<file path="src/hdl/usc_consts.vh">
// Constants for the unipolar stepper step control block
`ifndef USC_CONSTS_VH
`define USC_CONSTS_VH
// Register byte offsets
`define USC_REG_CTRL     8'h00
`define USC_REG_STATUS   8'h04
`define USC_REG_STEPCNT  8'h08
// Control register fields
`define USC_CTRL_STEP    0
`define USC_CTRL_BRAKE   1
`define USC_CTRL_PINOFF  2
`define USC_CTRL_W       3
`define USC_CTRL_RST     3'h0
`define USC_CTRL_KEEP    3'h6
// Status register fields
`define USC_ST_ANGLE_LO  0
`define USC_ST_ANGLE_HI  3
`define USC_ST_MODE_LO   4
`define USC_ST_MODE_HI   5
`define USC_ST_STBY      6
`define USC_ST_FAULT     7
`define USC_ST_HOME      8
`define USC_ST_BUSY      9
// Angle index: 16 positions of 22.5 degrees
`define USC_ANG_W        4
`define USC_ANG_HOME     4'h2
`define USC_ANG_QTR      4'h4
`define USC_ANG_3QTR     4'hc
`define USC_STEP_FULL    4'h4
`define USC_STEP_HALF    4'h2
`define USC_STEP_QUARTER 4'h1
// Resolution codes: {sel_hi, sel_lo}
`define USC_MODE_STBY    2'h0
`define USC_MODE_FULL    2'h1
`define USC_MODE_HALF    2'h2
`define USC_MODE_QUARTER 2'h3
// Current ratios in percent
`define USC_PCT_W        7
`define USC_PCT_100      7'h64
`define USC_PCT_71       7'h47
`define USC_PCT_38       7'h26
`define USC_PCT_0        7'h00
// Startup wait after standby release
`define USC_STARTUP_NS   10000
`define USC_CLK_NS       8
`define USC_CNT_W        16
`endif

</file>
<file path="src/hdl/usc_step_ctrl.v">
// Step and direction control logic of a unipolar stepper driver
`timescale 1ns/1ps
`default_nettype none
`include "usc_consts.vh"

// Function
// RL1 - Step clock rising edge advances one step
// RL2 - Step clock falling edge changes nothing
// RL3 - Enable low puts motor outputs high impedance
// RL4 - Controller keeps enable low during supply ramps
// RL5 - Direction high clockwise, low counter-clockwise
// RL6 - Clockwise A leads B, else B leads
// RL7 - Angle reset high forces home angle
// RL8 - Controller holds angle reset during power-up
// RL9 - Home currents 100%, quarter step 71%
// RL10 - Angle reset drives home flag low
// RL11 - Mode selects choose full, half, quarter
// RL12 - Both selects low: standby, full step
// RL13 - Standby cuts internal bias current
// RL14 - Entering standby clears latched shutdowns
// RL15 - Fault latch cleared by standby or supply
// RL16 - Controller waits startup time after standby
// RL17 - Fault flag released normally, low on fault
// RL18 - Home flag low only at home angle
// RL19 - Brake keeps stepping, current held 100%
// RL20 - Steps 90, 45, 22.5 degrees, wrap 360
module usc_step_ctrl #(
    parameter STARTUP_CYCLES = (`USC_STARTUP_NS + `USC_CLK_NS - 1) / `USC_CLK_NS
) (
    // Clock and reset
    input  wire        pclk,
    input  wire        presetn,
    // APB slave
    input  wire        psel,
    input  wire        penable,
    input  wire        pwrite,
    input  wire [7:0]  paddr,
    input  wire [31:0] pwdata,
    output reg  [31:0] prdata,
    output reg         pready,
    output reg         pslverr,
    // Controller pins
    input  wire        step_clock,
    input  wire        rotation_direction,
    input  wire        output_enable,
    input  wire        angle_reset,
    input  wire        brake,
    input  wire        step_resolution_sel_hi,
    input  wire        step_resolution_sel_lo,
    // Supply and fault detectors
    input  wire        drive_supply_good,
    input  wire        thermal_shutdown,
    input  wire        overcurrent_shutdown,
    // Motor phase drive
    output reg         out_a_pos,
    output reg         out_a_neg,
    output reg         out_b_pos,
    output reg         out_b_neg,
    output reg         out_oe,
    output reg  [6:0]  current_a_pct,
    output reg  [6:0]  current_b_pct,
    // Open-drain flags
    output reg         home_angle_flag_out,
    output reg         home_angle_flag_oe,
    output reg         fault_flag_out,
    output reg         fault_flag_oe,
    // Power state
    output reg         chopping_oscillator_en,
    output reg         bias_en,
    output reg         startup_busy
);

    // Cosine magnitude of angle index, quarter-step table
    function [`USC_PCT_W-1:0] cos_mag;
        input [`USC_ANG_W-1:0] idx;
        reg   [2:0]            m;
        reg   [2:0]            c;
        begin
            m = idx[2:0];
            c = idx[3] ? ((m == 3'h0) ? 3'h0 : 3'h0) : 3'h0;
            // Fold into distance from 0 or 180 degrees
            if (idx[3] == 1'b0) begin
                c = (idx[2:0] <= 3'h4) ? idx[2:0] : (3'h0 - idx[2:0]);
            end else begin
                c = (idx[2:0] <= 3'h4) ? idx[2:0] : (3'h0 - idx[2:0]);
            end
            case (c)
                3'h0:    cos_mag = `USC_PCT_100;
                3'h1:    cos_mag = `USC_PCT_100;
                3'h2:    cos_mag = `USC_PCT_71;
                3'h3:    cos_mag = `USC_PCT_38;
                default: cos_mag = `USC_PCT_0;
            endcase
        end
    endfunction

    // Cosine is negative strictly between 90 and 270 degrees
    function cos_neg;
        input [`USC_ANG_W-1:0] idx;
        begin
            cos_neg = (idx > `USC_ANG_QTR) && (idx < `USC_ANG_3QTR);
        end
    endfunction

    // Final ratio: half, full, brake push any nonzero level to 100%
    // A phase at zero stays at zero, so that winding stays off at 90 degrees
    function [`USC_PCT_W-1:0] ratio;
        input [`USC_PCT_W-1:0] mag;
        input                  force_full;
        begin
            if (force_full && (mag != `USC_PCT_0)) begin
                ratio = `USC_PCT_100;
            end else begin
                ratio = mag;
            end
        end
    endfunction

    // State
    reg  [`USC_ANG_W-1:0]   angle_q;       // Electrical angle index
    reg  [`USC_ANG_W-1:0]   angle_d;
    reg                     step_prev_q;   // Previous step clock level
    reg                     stby_prev_q;   // Standby level last cycle
    reg                     fault_q;       // Latched shutdown
    reg  [12:0]             startup_q;     // Startup countdown
    reg  [`USC_CTRL_W-1:0]  ctrl_q;        // Software control bits
    reg                     soft_step_q;   // Software step pulse
    reg  [`USC_CNT_W-1:0]   step_cnt_q;    // Accepted steps

    // Decoded inputs
    wire [1:0] sel      = {step_resolution_sel_hi, step_resolution_sel_lo};
    wire       standby  = (sel == `USC_MODE_STBY);             // RL12
    wire [1:0] mode     = standby ? `USC_MODE_FULL : sel;      // RL11 RL12
    wire       pin_rise = step_clock & ~step_prev_q &
                          ~ctrl_q[`USC_CTRL_PINOFF];           // RL1 RL2
    // The first cycle out of standby is refused too: the wait count loads on that edge
    wire       do_step  = (pin_rise | soft_step_q) & ~standby &
                          ~stby_prev_q & (startup_q == 13'h0);
    wire       brake_on = brake | ctrl_q[`USC_CTRL_BRAKE];
    wire       apb_setup = psel & ~penable;
    wire       apb_wr   = psel & penable & pwrite & pready;

    // Step size per resolution
    reg  [`USC_ANG_W-1:0] step_sz;
    always @* begin
        case (mode)
            `USC_MODE_HALF:    step_sz = `USC_STEP_HALF;       // RL20
            `USC_MODE_QUARTER: step_sz = `USC_STEP_QUARTER;    // RL20
            default:           step_sz = `USC_STEP_FULL;       // RL20
        endcase
    end

    // Next angle: reset to home, else step in chosen direction
    always @* begin
        angle_d = angle_q;
        if (angle_reset) begin
            angle_d = `USC_ANG_HOME;                           // RL7
        end else if (do_step) begin
            if (rotation_direction) begin
                angle_d = angle_q + step_sz;                   // RL5 RL20
            end else begin
                angle_d = angle_q - step_sz;                   // RL5 RL20
            end
        end
    end

    // Current targets from the next angle
    wire                  full_force = (mode != `USC_MODE_QUARTER) | brake_on;
    wire [`USC_ANG_W-1:0] b_idx      = angle_d - `USC_ANG_QTR;  // RL6
    wire [`USC_PCT_W-1:0] a_pct      = ratio(cos_mag(angle_d), full_force); // RL9 RL19
    wire [`USC_PCT_W-1:0] b_pct      = ratio(cos_mag(b_idx), full_force);   // RL9 RL19
    wire                  drive_on   = output_enable & ~standby;

    // Angle, step edge and step counter
    always @(posedge pclk or negedge presetn) begin
        if (!presetn) begin
            angle_q     <= `USC_ANG_HOME;
            step_prev_q <= 1'b0;
            step_cnt_q  <= {`USC_CNT_W{1'b0}};
        end else begin
            angle_q     <= angle_d;
            step_prev_q <= step_clock;
            if (do_step && !angle_reset) begin
                step_cnt_q <= step_cnt_q + 1'b1;
            end
        end
    end

    // Fault latch, standby tracking and startup wait
    always @(posedge pclk or negedge presetn) begin
        if (!presetn) begin
            fault_q     <= 1'b0;
            stby_prev_q <= 1'b1;
            startup_q   <= 13'h0;
        end else begin
            stby_prev_q <= standby;
            // Set wins over the clear
            // Clear on entry to standby or on loss of the drive supply
            if ((thermal_shutdown | overcurrent_shutdown) & ~standby) begin
                fault_q <= 1'b1;
            end else if ((standby & ~stby_prev_q) | ~drive_supply_good) begin
                fault_q <= 1'b0;                               // RL14 RL15
            end
            // Wait count loads on the first cycle out of standby
            if (standby) begin
                startup_q <= 13'h0;
            end else if (stby_prev_q) begin
                startup_q <= STARTUP_CYCLES[12:0];
            end else if (startup_q != 13'h0) begin
                startup_q <= startup_q - 1'b1;
            end
        end
    end

    // Registered pin outputs
    always @(posedge pclk or negedge presetn) begin
        if (!presetn) begin
            out_a_pos              <= 1'b0;
            out_a_neg              <= 1'b0;
            out_b_pos              <= 1'b0;
            out_b_neg              <= 1'b0;
            out_oe                 <= 1'b0;
            current_a_pct          <= `USC_PCT_100;
            current_b_pct          <= `USC_PCT_100;
            home_angle_flag_out    <= 1'b0;
            home_angle_flag_oe     <= 1'b1;
            fault_flag_out         <= 1'b0;
            fault_flag_oe          <= 1'b0;
            chopping_oscillator_en <= 1'b0;
            bias_en                <= 1'b0;
            startup_busy           <= 1'b0;
        end else begin
            // Phase polarity; outputs float when disabled
            out_a_pos <= drive_on & (a_pct != `USC_PCT_0) & ~cos_neg(angle_d); // RL3 RL6
            out_a_neg <= drive_on & (a_pct != `USC_PCT_0) & cos_neg(angle_d);  // RL3 RL6
            out_b_pos <= drive_on & (b_pct != `USC_PCT_0) & ~cos_neg(b_idx);   // RL3 RL6
            out_b_neg <= drive_on & (b_pct != `USC_PCT_0) & cos_neg(b_idx);    // RL3 RL6
            out_oe    <= drive_on;                                             // RL3 RL12
            current_a_pct <= a_pct;
            current_b_pct <= b_pct;
            // Open-drain flags pull low only when enabled
            // Pin value is always low; the enable alone drives the pin
            home_angle_flag_out <= 1'b0;
            home_angle_flag_oe  <= angle_reset | (angle_d == `USC_ANG_HOME);   // RL10 RL18
            fault_flag_out      <= 1'b0;
            fault_flag_oe       <= fault_q;                                    // RL17
            chopping_oscillator_en <= ~standby;                                // RL12
            bias_en             <= ~standby;                                   // RL13
            startup_busy        <= (startup_q != 13'h0) | (stby_prev_q & ~standby);
        end
    end

    // APB control register and software step pulse
    always @(posedge pclk or negedge presetn) begin
        if (!presetn) begin
            ctrl_q      <= `USC_CTRL_RST;
            soft_step_q <= 1'b0;
        end else begin
            soft_step_q <= 1'b0;
            if (apb_wr && (paddr == `USC_REG_CTRL)) begin
                // Step bit is a one-cycle pulse and is never stored
                ctrl_q      <= pwdata[`USC_CTRL_W-1:0] & `USC_CTRL_KEEP;
                soft_step_q <= pwdata[`USC_CTRL_STEP];
            end
        end
    end

    // APB answer: ready in the first access cycle
    always @(posedge pclk or negedge presetn) begin
        if (!presetn) begin
            prdata  <= 32'h0;
            pready  <= 1'b0;
            pslverr <= 1'b0;
        end else begin
            pready  <= apb_setup;
            pslverr <= 1'b0;
            prdata  <= 32'h0;
            if (apb_setup) begin
                case (paddr)
                    `USC_REG_CTRL: begin
                        prdata[`USC_CTRL_W-1:0] <= ctrl_q;
                    end
                    `USC_REG_STATUS: begin
                        prdata[`USC_ST_ANGLE_HI:`USC_ST_ANGLE_LO] <= angle_q;
                        prdata[`USC_ST_MODE_HI:`USC_ST_MODE_LO]   <= sel;
                        prdata[`USC_ST_STBY]  <= standby;
                        prdata[`USC_ST_FAULT] <= fault_q;
                        prdata[`USC_ST_HOME]  <= (angle_q == `USC_ANG_HOME);
                        prdata[`USC_ST_BUSY]  <= (startup_q != 13'h0);
                    end
                    `USC_REG_STEPCNT: begin
                        prdata[`USC_CNT_W-1:0] <= step_cnt_q;
                    end
                    default: begin
                        pslverr <= 1'b1;
                    end
                endcase
            end
        end
    end

endmodule // usc_step_ctrl
`default_nettype wire

</file>
<file path="config.mk">
export PLATFORM = sky130hd
export DESIGN_NAME = usc_step_ctrl
export DESIGN_NICKNAME = d
export VERILOG_FILES = /design/src/hdl/usc_step_ctrl.v
export VERILOG_INCLUDE_DIRS = /design/src /design/src/hdl
export SDC_FILE = /design/constraint.sdc
export NUM_CORES = 1
export LEC_CHECK = 0
export BUFFER_PORTS_ARGS = -buffer_cell sky130_fd_sc_hd__buf_2
export CORE_UTILIZATION = 30
export DETAILED_ROUTE_END_ITERATION = 16
export SYNTH_ARGS = -nofsm -noshare
export SYNTH_HDL_FRONTEND = slang
export SYNTH_SLANG_ARGS = --single-unit
</file>
<file path="constraint.sdc">
create_clock -name pclk -period 4.15 [get_ports pclk]
set_clock_uncertainty 0.05 [all_clocks]
set_input_delay 1.0375 -clock pclk [delete_from_list [all_inputs] [get_ports pclk]]
set_output_delay 1.0375 -clock pclk [all_outputs]
set_load 0.1 [all_outputs]
</file>
---- Yosys cells after proc, flatten, opt, wreduce, memory -nomap -nowiden ----
Cells that the tools add are included.
word-level totals
  bits in registers ....................... 80
  bits in latches ......................... 0
  bits in writable memories ............... 0
  memory bits (read-only) ................. 0
  output and inout port bits .............. 60
  memories kept ........................... 0
cells by class
  $add $sub $neg .......................... 7
  multiply operators ...................... 0
  divide/modulo/power cells ............... 0
  $lt $le $gt $ge ......................... 6
  equality and inequality tests ........... 13
  shift operators ......................... 0
  muxes and demuxes ....................... 23
  bitwise gates (word level) .............. 34
  reductions and logical operators ........ 22
operators with widths
  kind                                                                  number
  7-bit one-hot mux with 3 select lines                                 2
  13-bit 2-to-1 mux                                                     3
  7-bit nonzero test                                                    4
  1-bit AND                                                             19
  16-bit by 1-bit adder with 16-bit output, second input constant       1
  16-bit 2-to-1 mux                                                     1
  7-bit 2-to-1 mux                                                      2
  7-bit one-hot mux with 2 select lines                                 1
  13-bit zero test                                                      1
  13-bit nonzero test                                                   1
  13-bit by 1-bit subtractor with 13-bit output, second input constant  1
  3-bit by 2-bit == test with 1-bit output, second input constant       4
  4-bit 2-to-1 mux                                                      3
  3-bit one-hot mux with 3 select lines                                 1
  4-bit by 2-bit == test with 1-bit output, second input constant       2
  8-bit by 3-bit == test with 1-bit output, second input constant       1
  8-bit by 4-bit == test with 1-bit output, second input constant       1
  4-bit by 3-bit > comparator with 1-bit output, second input constant  2
  8-bit zero test                                                       1
  4-bit less-than comparator, second input constant                     2
  1-bit inverter                                                        8
  1-bit bitwise OR                                                      7
  3-bit by 1-bit == test with 1-bit output, second input constant       2
  3-bit <= comparator, second input constant                            2
  19 further kinds                                                      33

---- Longest topological paths before layout ----
  depth after elaboration ................. 21
  depth in mapped cells ................... 17
  depth with buffers taken out ............ 16

---- Worst setup path before layout ----
OpenSTA, ideal clock, no wires.
  kind .................................... input -> register
  start ................................... input port step_resolution_sel_hi
  end ..................................... register out_b_pos
  arrival ................................. 3675 ps
  data required time ...................... 3955 ps
  path slack .............................. 280 ps
  cell stages on the path ................. 13
  path buffers ............................ 0
  path through ............................ o21bai_1 > o21bai_1 > nor2_1 > mux2i_1 > ha_1 > inv_1 > ha_1 > nand2b_1 > a21oi_1 > o2111ai_1 > a21oi_1 > a211oi_1 > a211oi_1
on the way
  longest elaborated chain between the ends .. 20
  elaborated cells between the ends (all ways) .. 37
  classes of those cells .................. add/sub: 4; order compare: 3; eq/ne: 6; mux: 8; bitwise: 9; reduce/logical: 7
ends and longest elaborated chain
  element                                                 RTL line                                  RTL
  start, declared                                         usc_step_ctrl.v:48                        input wire step_resolution_sel_hi,
  2-bit zero test (no line)                               --
  2-bit 2-to-1 mux                                        usc_step_ctrl.v:133                       wire [1:0] mode = standby ? `USC_MODE_FULL : sel;
  2-bit == test                                           usc_step_ctrl.v:146                       case (mode)
  3-bit one-hot mux with 2 select lines                   usc_step_ctrl.v:146
  4-bit subtractor / 4-bit adder (equally long branches)  usc_step_ctrl.v:162, usc_step_ctrl.v:160
  4-bit 2-to-1 mux                                        usc_step_ctrl.v:159                       if (rotation_direction) begin
  4-bit 2-to-1 mux                                        usc_step_ctrl.v:158                       end else if (do_step) begin
  4-bit 2-to-1 mux                                        usc_step_ctrl.v:156                       if (angle_reset) begin
  [4 not listed]                                          --
  2-bit OR reduction (no line)                            --
  7-bit one-hot mux with 3 select lines                   usc_step_ctrl.v:87                        case (c)
  7-bit nonzero test (no line)                            --
  1-bit logical AND                                       usc_step_ctrl.v:111                       if (force_full && (mag != `USC_PCT_0)) begin
  7-bit 2-to-1 mux                                        usc_step_ctrl.v:111
  7-bit nonzero test (no line)                            --
  1-bit AND                                               usc_step_ctrl.v:236                       out_b_pos <= drive_on & (b_pct != `USC_PCT_0) & ~cos_neg(b_idx);
  1-bit AND (*)                                           usc_step_ctrl.v:236
  end signal, assigned                                    usc_step_ctrl.v:236
  end, declared                                           usc_step_ctrl.v:57                        output reg out_b_pos,
Every way passes the cells marked *; elsewhere a longest branch is shown, timed or not.
A chain may end at the register's enable or synchronous reset.

---- Final worst setup path ----
  start ................................... input port step_resolution_sel_lo
  end ..................................... register out_b_pos
on the way
  longest elaborated chain between the ends .. 20
  elaborated cells between the ends (all ways) .. 37
  classes of those cells .................. add/sub: 4; order compare: 3; eq/ne: 6; mux: 8; bitwise: 9; reduce/logical: 7
ends and longest elaborated chain
  element                                                 RTL line                                  RTL
  start, declared                                         usc_step_ctrl.v:49                        input wire step_resolution_sel_lo,
  2-bit zero test (no line)                               --
  2-bit 2-to-1 mux                                        usc_step_ctrl.v:133
  2-bit == test                                           usc_step_ctrl.v:146
  3-bit one-hot mux with 2 select lines                   usc_step_ctrl.v:146
  4-bit subtractor / 4-bit adder (equally long branches)  usc_step_ctrl.v:162, usc_step_ctrl.v:160
  4-bit 2-to-1 mux                                        usc_step_ctrl.v:159
  4-bit 2-to-1 mux (*)                                    usc_step_ctrl.v:158
  4-bit 2-to-1 mux (*)                                    usc_step_ctrl.v:156
  named net angle_d[1]                                    usc_step_ctrl.v:121                       reg [`USC_ANG_W-1:0] angle_d;
  [4 not listed]                                          --
  2-bit OR reduction (no line)                            --
  7-bit one-hot mux with 3 select lines                   usc_step_ctrl.v:87
  7-bit nonzero test (no line)                            --
  1-bit logical AND                                       usc_step_ctrl.v:111
  7-bit 2-to-1 mux                                        usc_step_ctrl.v:111
  7-bit nonzero test (no line)                            --
  1-bit AND                                               usc_step_ctrl.v:236
  1-bit AND (*)                                           usc_step_ctrl.v:236
Mark *: on every way through the listed nets, which the timed path passes. The rest lies on a longest branch.

==> flow_summary.toml <==
[synth]
async_reset_ff_share_pct = 100.0
synth_most_common_cell = "dfrtp_1"
yosysTopAreaCellShare_pct = 43.41
ys_ff_latch = 75
netlist-cell-type-count = 51
synth_flop_cell = "dfrtp_1"
syn_avg_cell_area_um2 = 10.26
yosys-top-cells-area = "dfrtp_1, dfstp_2, ha_1"
synth_top_cell_by_area = "dfrtp_1"
yosys-top-cells-count = "dfrtp_1, nor2_1, nand2_1, buf_4, inv_1"
synth_edf_count = 0
yosysSeqAreaShare_pct = 49.62
syn_inst = 371
yosysWarnings = 0
syn_area_um2 = 3805

[pwr]
pwr_density_cell_nw_per_um2 = 471.1
ir_drop_uv = 197.9
p_leak_nw = 2.310

[run_status]
status = "completed"

[clocking]
holdBufCountCts = 0
clkLatencyLatePin_ns = 0.33
cts_buffers = 9
clkTransAtPathRegs_ns = 0.06
cts_setup_buffers = 0
cts_resized = 0
htree_levels = 3
root_buffer = "clkbuf_16"
clkSinkCount = 75
cts_tree = "built"
cts_buffer_depth = 2

[place]
place_inst = 611
hpwl_um = 5978
post_dp_cell_area_um2 = 4342
io_buffers = 63
gp_congestion = 0.8155

[worst_setup_path]
critPathKind = "in -> reg"
r2r_slack_ns = 0.68
cp_max_fo = 3
endpoint_kind = "flip-flop"
cp_data_arrival_time_ns = 3.87
start_kind = "primary input"
crit_required_ns = 4.34

[layout]
area_delta_synth_final_pct = 23.48
instances_no_fill = 628
final_nets = 527
drive_gt1_share_pct = 25.49
final_area_um2 = 4698

[timing]
slew_viol_final = 0
setup_tns_ns = 0
timing.fmax_mhz = 272.0
hold_viol = 0
layout_min_cycle_time_ns = 3.676
hold_ws_ns = 0.3815
tightest_slew_ns = 0.9296
min_period_over_period_pct = 88.58
rsz0062_at_grt = "no"
relSlewSlack_pct = 38.03
setup_violations = 0

[global_routing]
grt_pass1_wl_um = 13360
track_usage_pct = 13.43
grt_overflow_total = 0
grt_max_degree = 76
grt_pass1_vias = 2831
antenna_found_initial = 0

[detailed_routing]
num_vias = 2809
wl_per_cell_um = 12.82
drc_errors = 0
dr.pass1.iters = 4
final_antenna_net_count = 0
totalWireLength_um = 8049
via_per_inst = 4.473
first_iter_violations = 146

[floorplanning]
initial_core_util_pct = 31.16
io_pins = 115
row_count = 40
die_h_um = 114.6
dieArea_um2 = 13140
coreArea_um2 = 12210
die_w_um = 114.6

[hold_path]
min_path_type = "reg -> reg"

[flow_run]
max-cap-violations = 0
## sequential cells by signal (all words and copies together), names as in the netlist, 2 cells and up
signal         flops
current_b_pct      4
angle_q            4
ctrl_q             2
current_a_pct      5
step_cnt_q        16
prdata            16
startup_q         13
## stage by stage
stage	power, mW	util [%]	setup slack [ns]
2_1_floorplan	1.231	-	0.2798
3_3_place_gp	1.304	35.55	0.1537
3_5_place_dp	1.313	35.55	0.1325
4_1_cts	2.237	38.45	0.4778
5_1_grt	2.317	38.45	0.2097
6_report	2.214	38.47	0.4741
## cells by family after synthesis
| group | synth area share, % |
|---|---|
| AO/OA/AOI/OAI | 9.471 |
| XOR/XNOR | 6.873 |
| adder cells (fa/ha/maj) | 6.116 |
| buffers and inverters | 7.267 |
| flip-flops | 49.62 |
| multiplexers | 1.940 |
| other | 0.09856 |
| AND/OR/NAND/NOR | 18.61 |
## worst paths after layout
| check | to | depth (start not counted) | start |
|---|---|---|---|
| hold / removal | fault_flag_oe$_DFF_PN0_ | 0 | fault_q$_DFFE_PN0P_ |
| max in group asynchronous | current_a_pct[1]$_DFF_PN0_ | 1 | presetn |
| setup reg to reg | out_b_pos$_DFF_PN0_ | 16 | startup_q[0]$_DFFE_PN0P_ |
| hold reg to reg | fault_flag_oe$_DFF_PN0_ | 0 | fault_q$_DFFE_PN0P_ |
| setup / recovery | out_b_pos$_DFF_PN0_ | 18 | step_resolution_sel_lo |
| min in group asynchronous | prdata[5]$_DFF_PN0_ | 1 | presetn |
## worst max-delay path, cell delays in order
cell      delay (ns)
buf_2           0.13
nand2_1         0.09
inv_1           0.05
ha_1            0.21
fa_1            0.46
nand3_1         0.09
nand3_1         0.10
inv_1           0.10
ha_1            0.18
inv_1           0.07
ha_1            0.29
nand2b_1        0.08
o21ai_0         0.15
o211ai_1        0.17
a21oi_1         0.22
a211oi_1        0.08
buf_4           0.15
a211oi_1        0.22
## cells in the final DEF (no fill, tap or decap), types with 4 or more instances in the layout
| master | count |
|---|---|
| a211oi_1 | 4 |
| a21oi_1 | 16 |
| a22oi_1 | 7 |
| and3_1 | 7 |
| buf_2 | 62 |
| buf_4 | 19 |
| clkbuf_16 | 9 |
| conb_1 | 22 |
| dfrtp_1 | 66 |
| dfstp_2 | 9 |
| ha_1 | 17 |
| inv_1 | 19 |
| mux2i_1 | 4 |
| nand2_1 | 26 |
| nand3_1 | 15 |
| nor2_1 | 42 |
| nor2b_1 | 7 |
| nor3_1 | 13 |
| nor3b_1 | 4 |
| o211ai_1 | 5 |
| o21ai_0 | 6 |
| or3_1 | 4 |
| xnor2_1 | 13 |
| xor2_1 | 15 |
## layout make-up
cell class | instances | area (um^2)
Sequential cell | 75 | 1888
Timing Repair Buffer | 81 | 452.9
Clock inverter | 4 | 97.59
Antenna cell | 1 | 2.502
Multi-Input combinational cell | 268 | 1719
Clock buffer | 12 | 256.5
Tap cell | 168 | 210.2
Inverter | 19 | 71.32
Fill cell | 1221 | 7513
## metal layers
metal  share of wire [%]  track usage (%)
met1                  45            16.00
met2                  47            21.25
met3                 4.7            3.970
met4                 3.3            8.398
met5                   0                0
## power by group
group / internal (mW) / switching [mW]
combinational: 0.135 / 0.313
clock: 0.620 / 0.292
sequential: 0.789 / 0.0634
(Power assumes the default switching activity.)
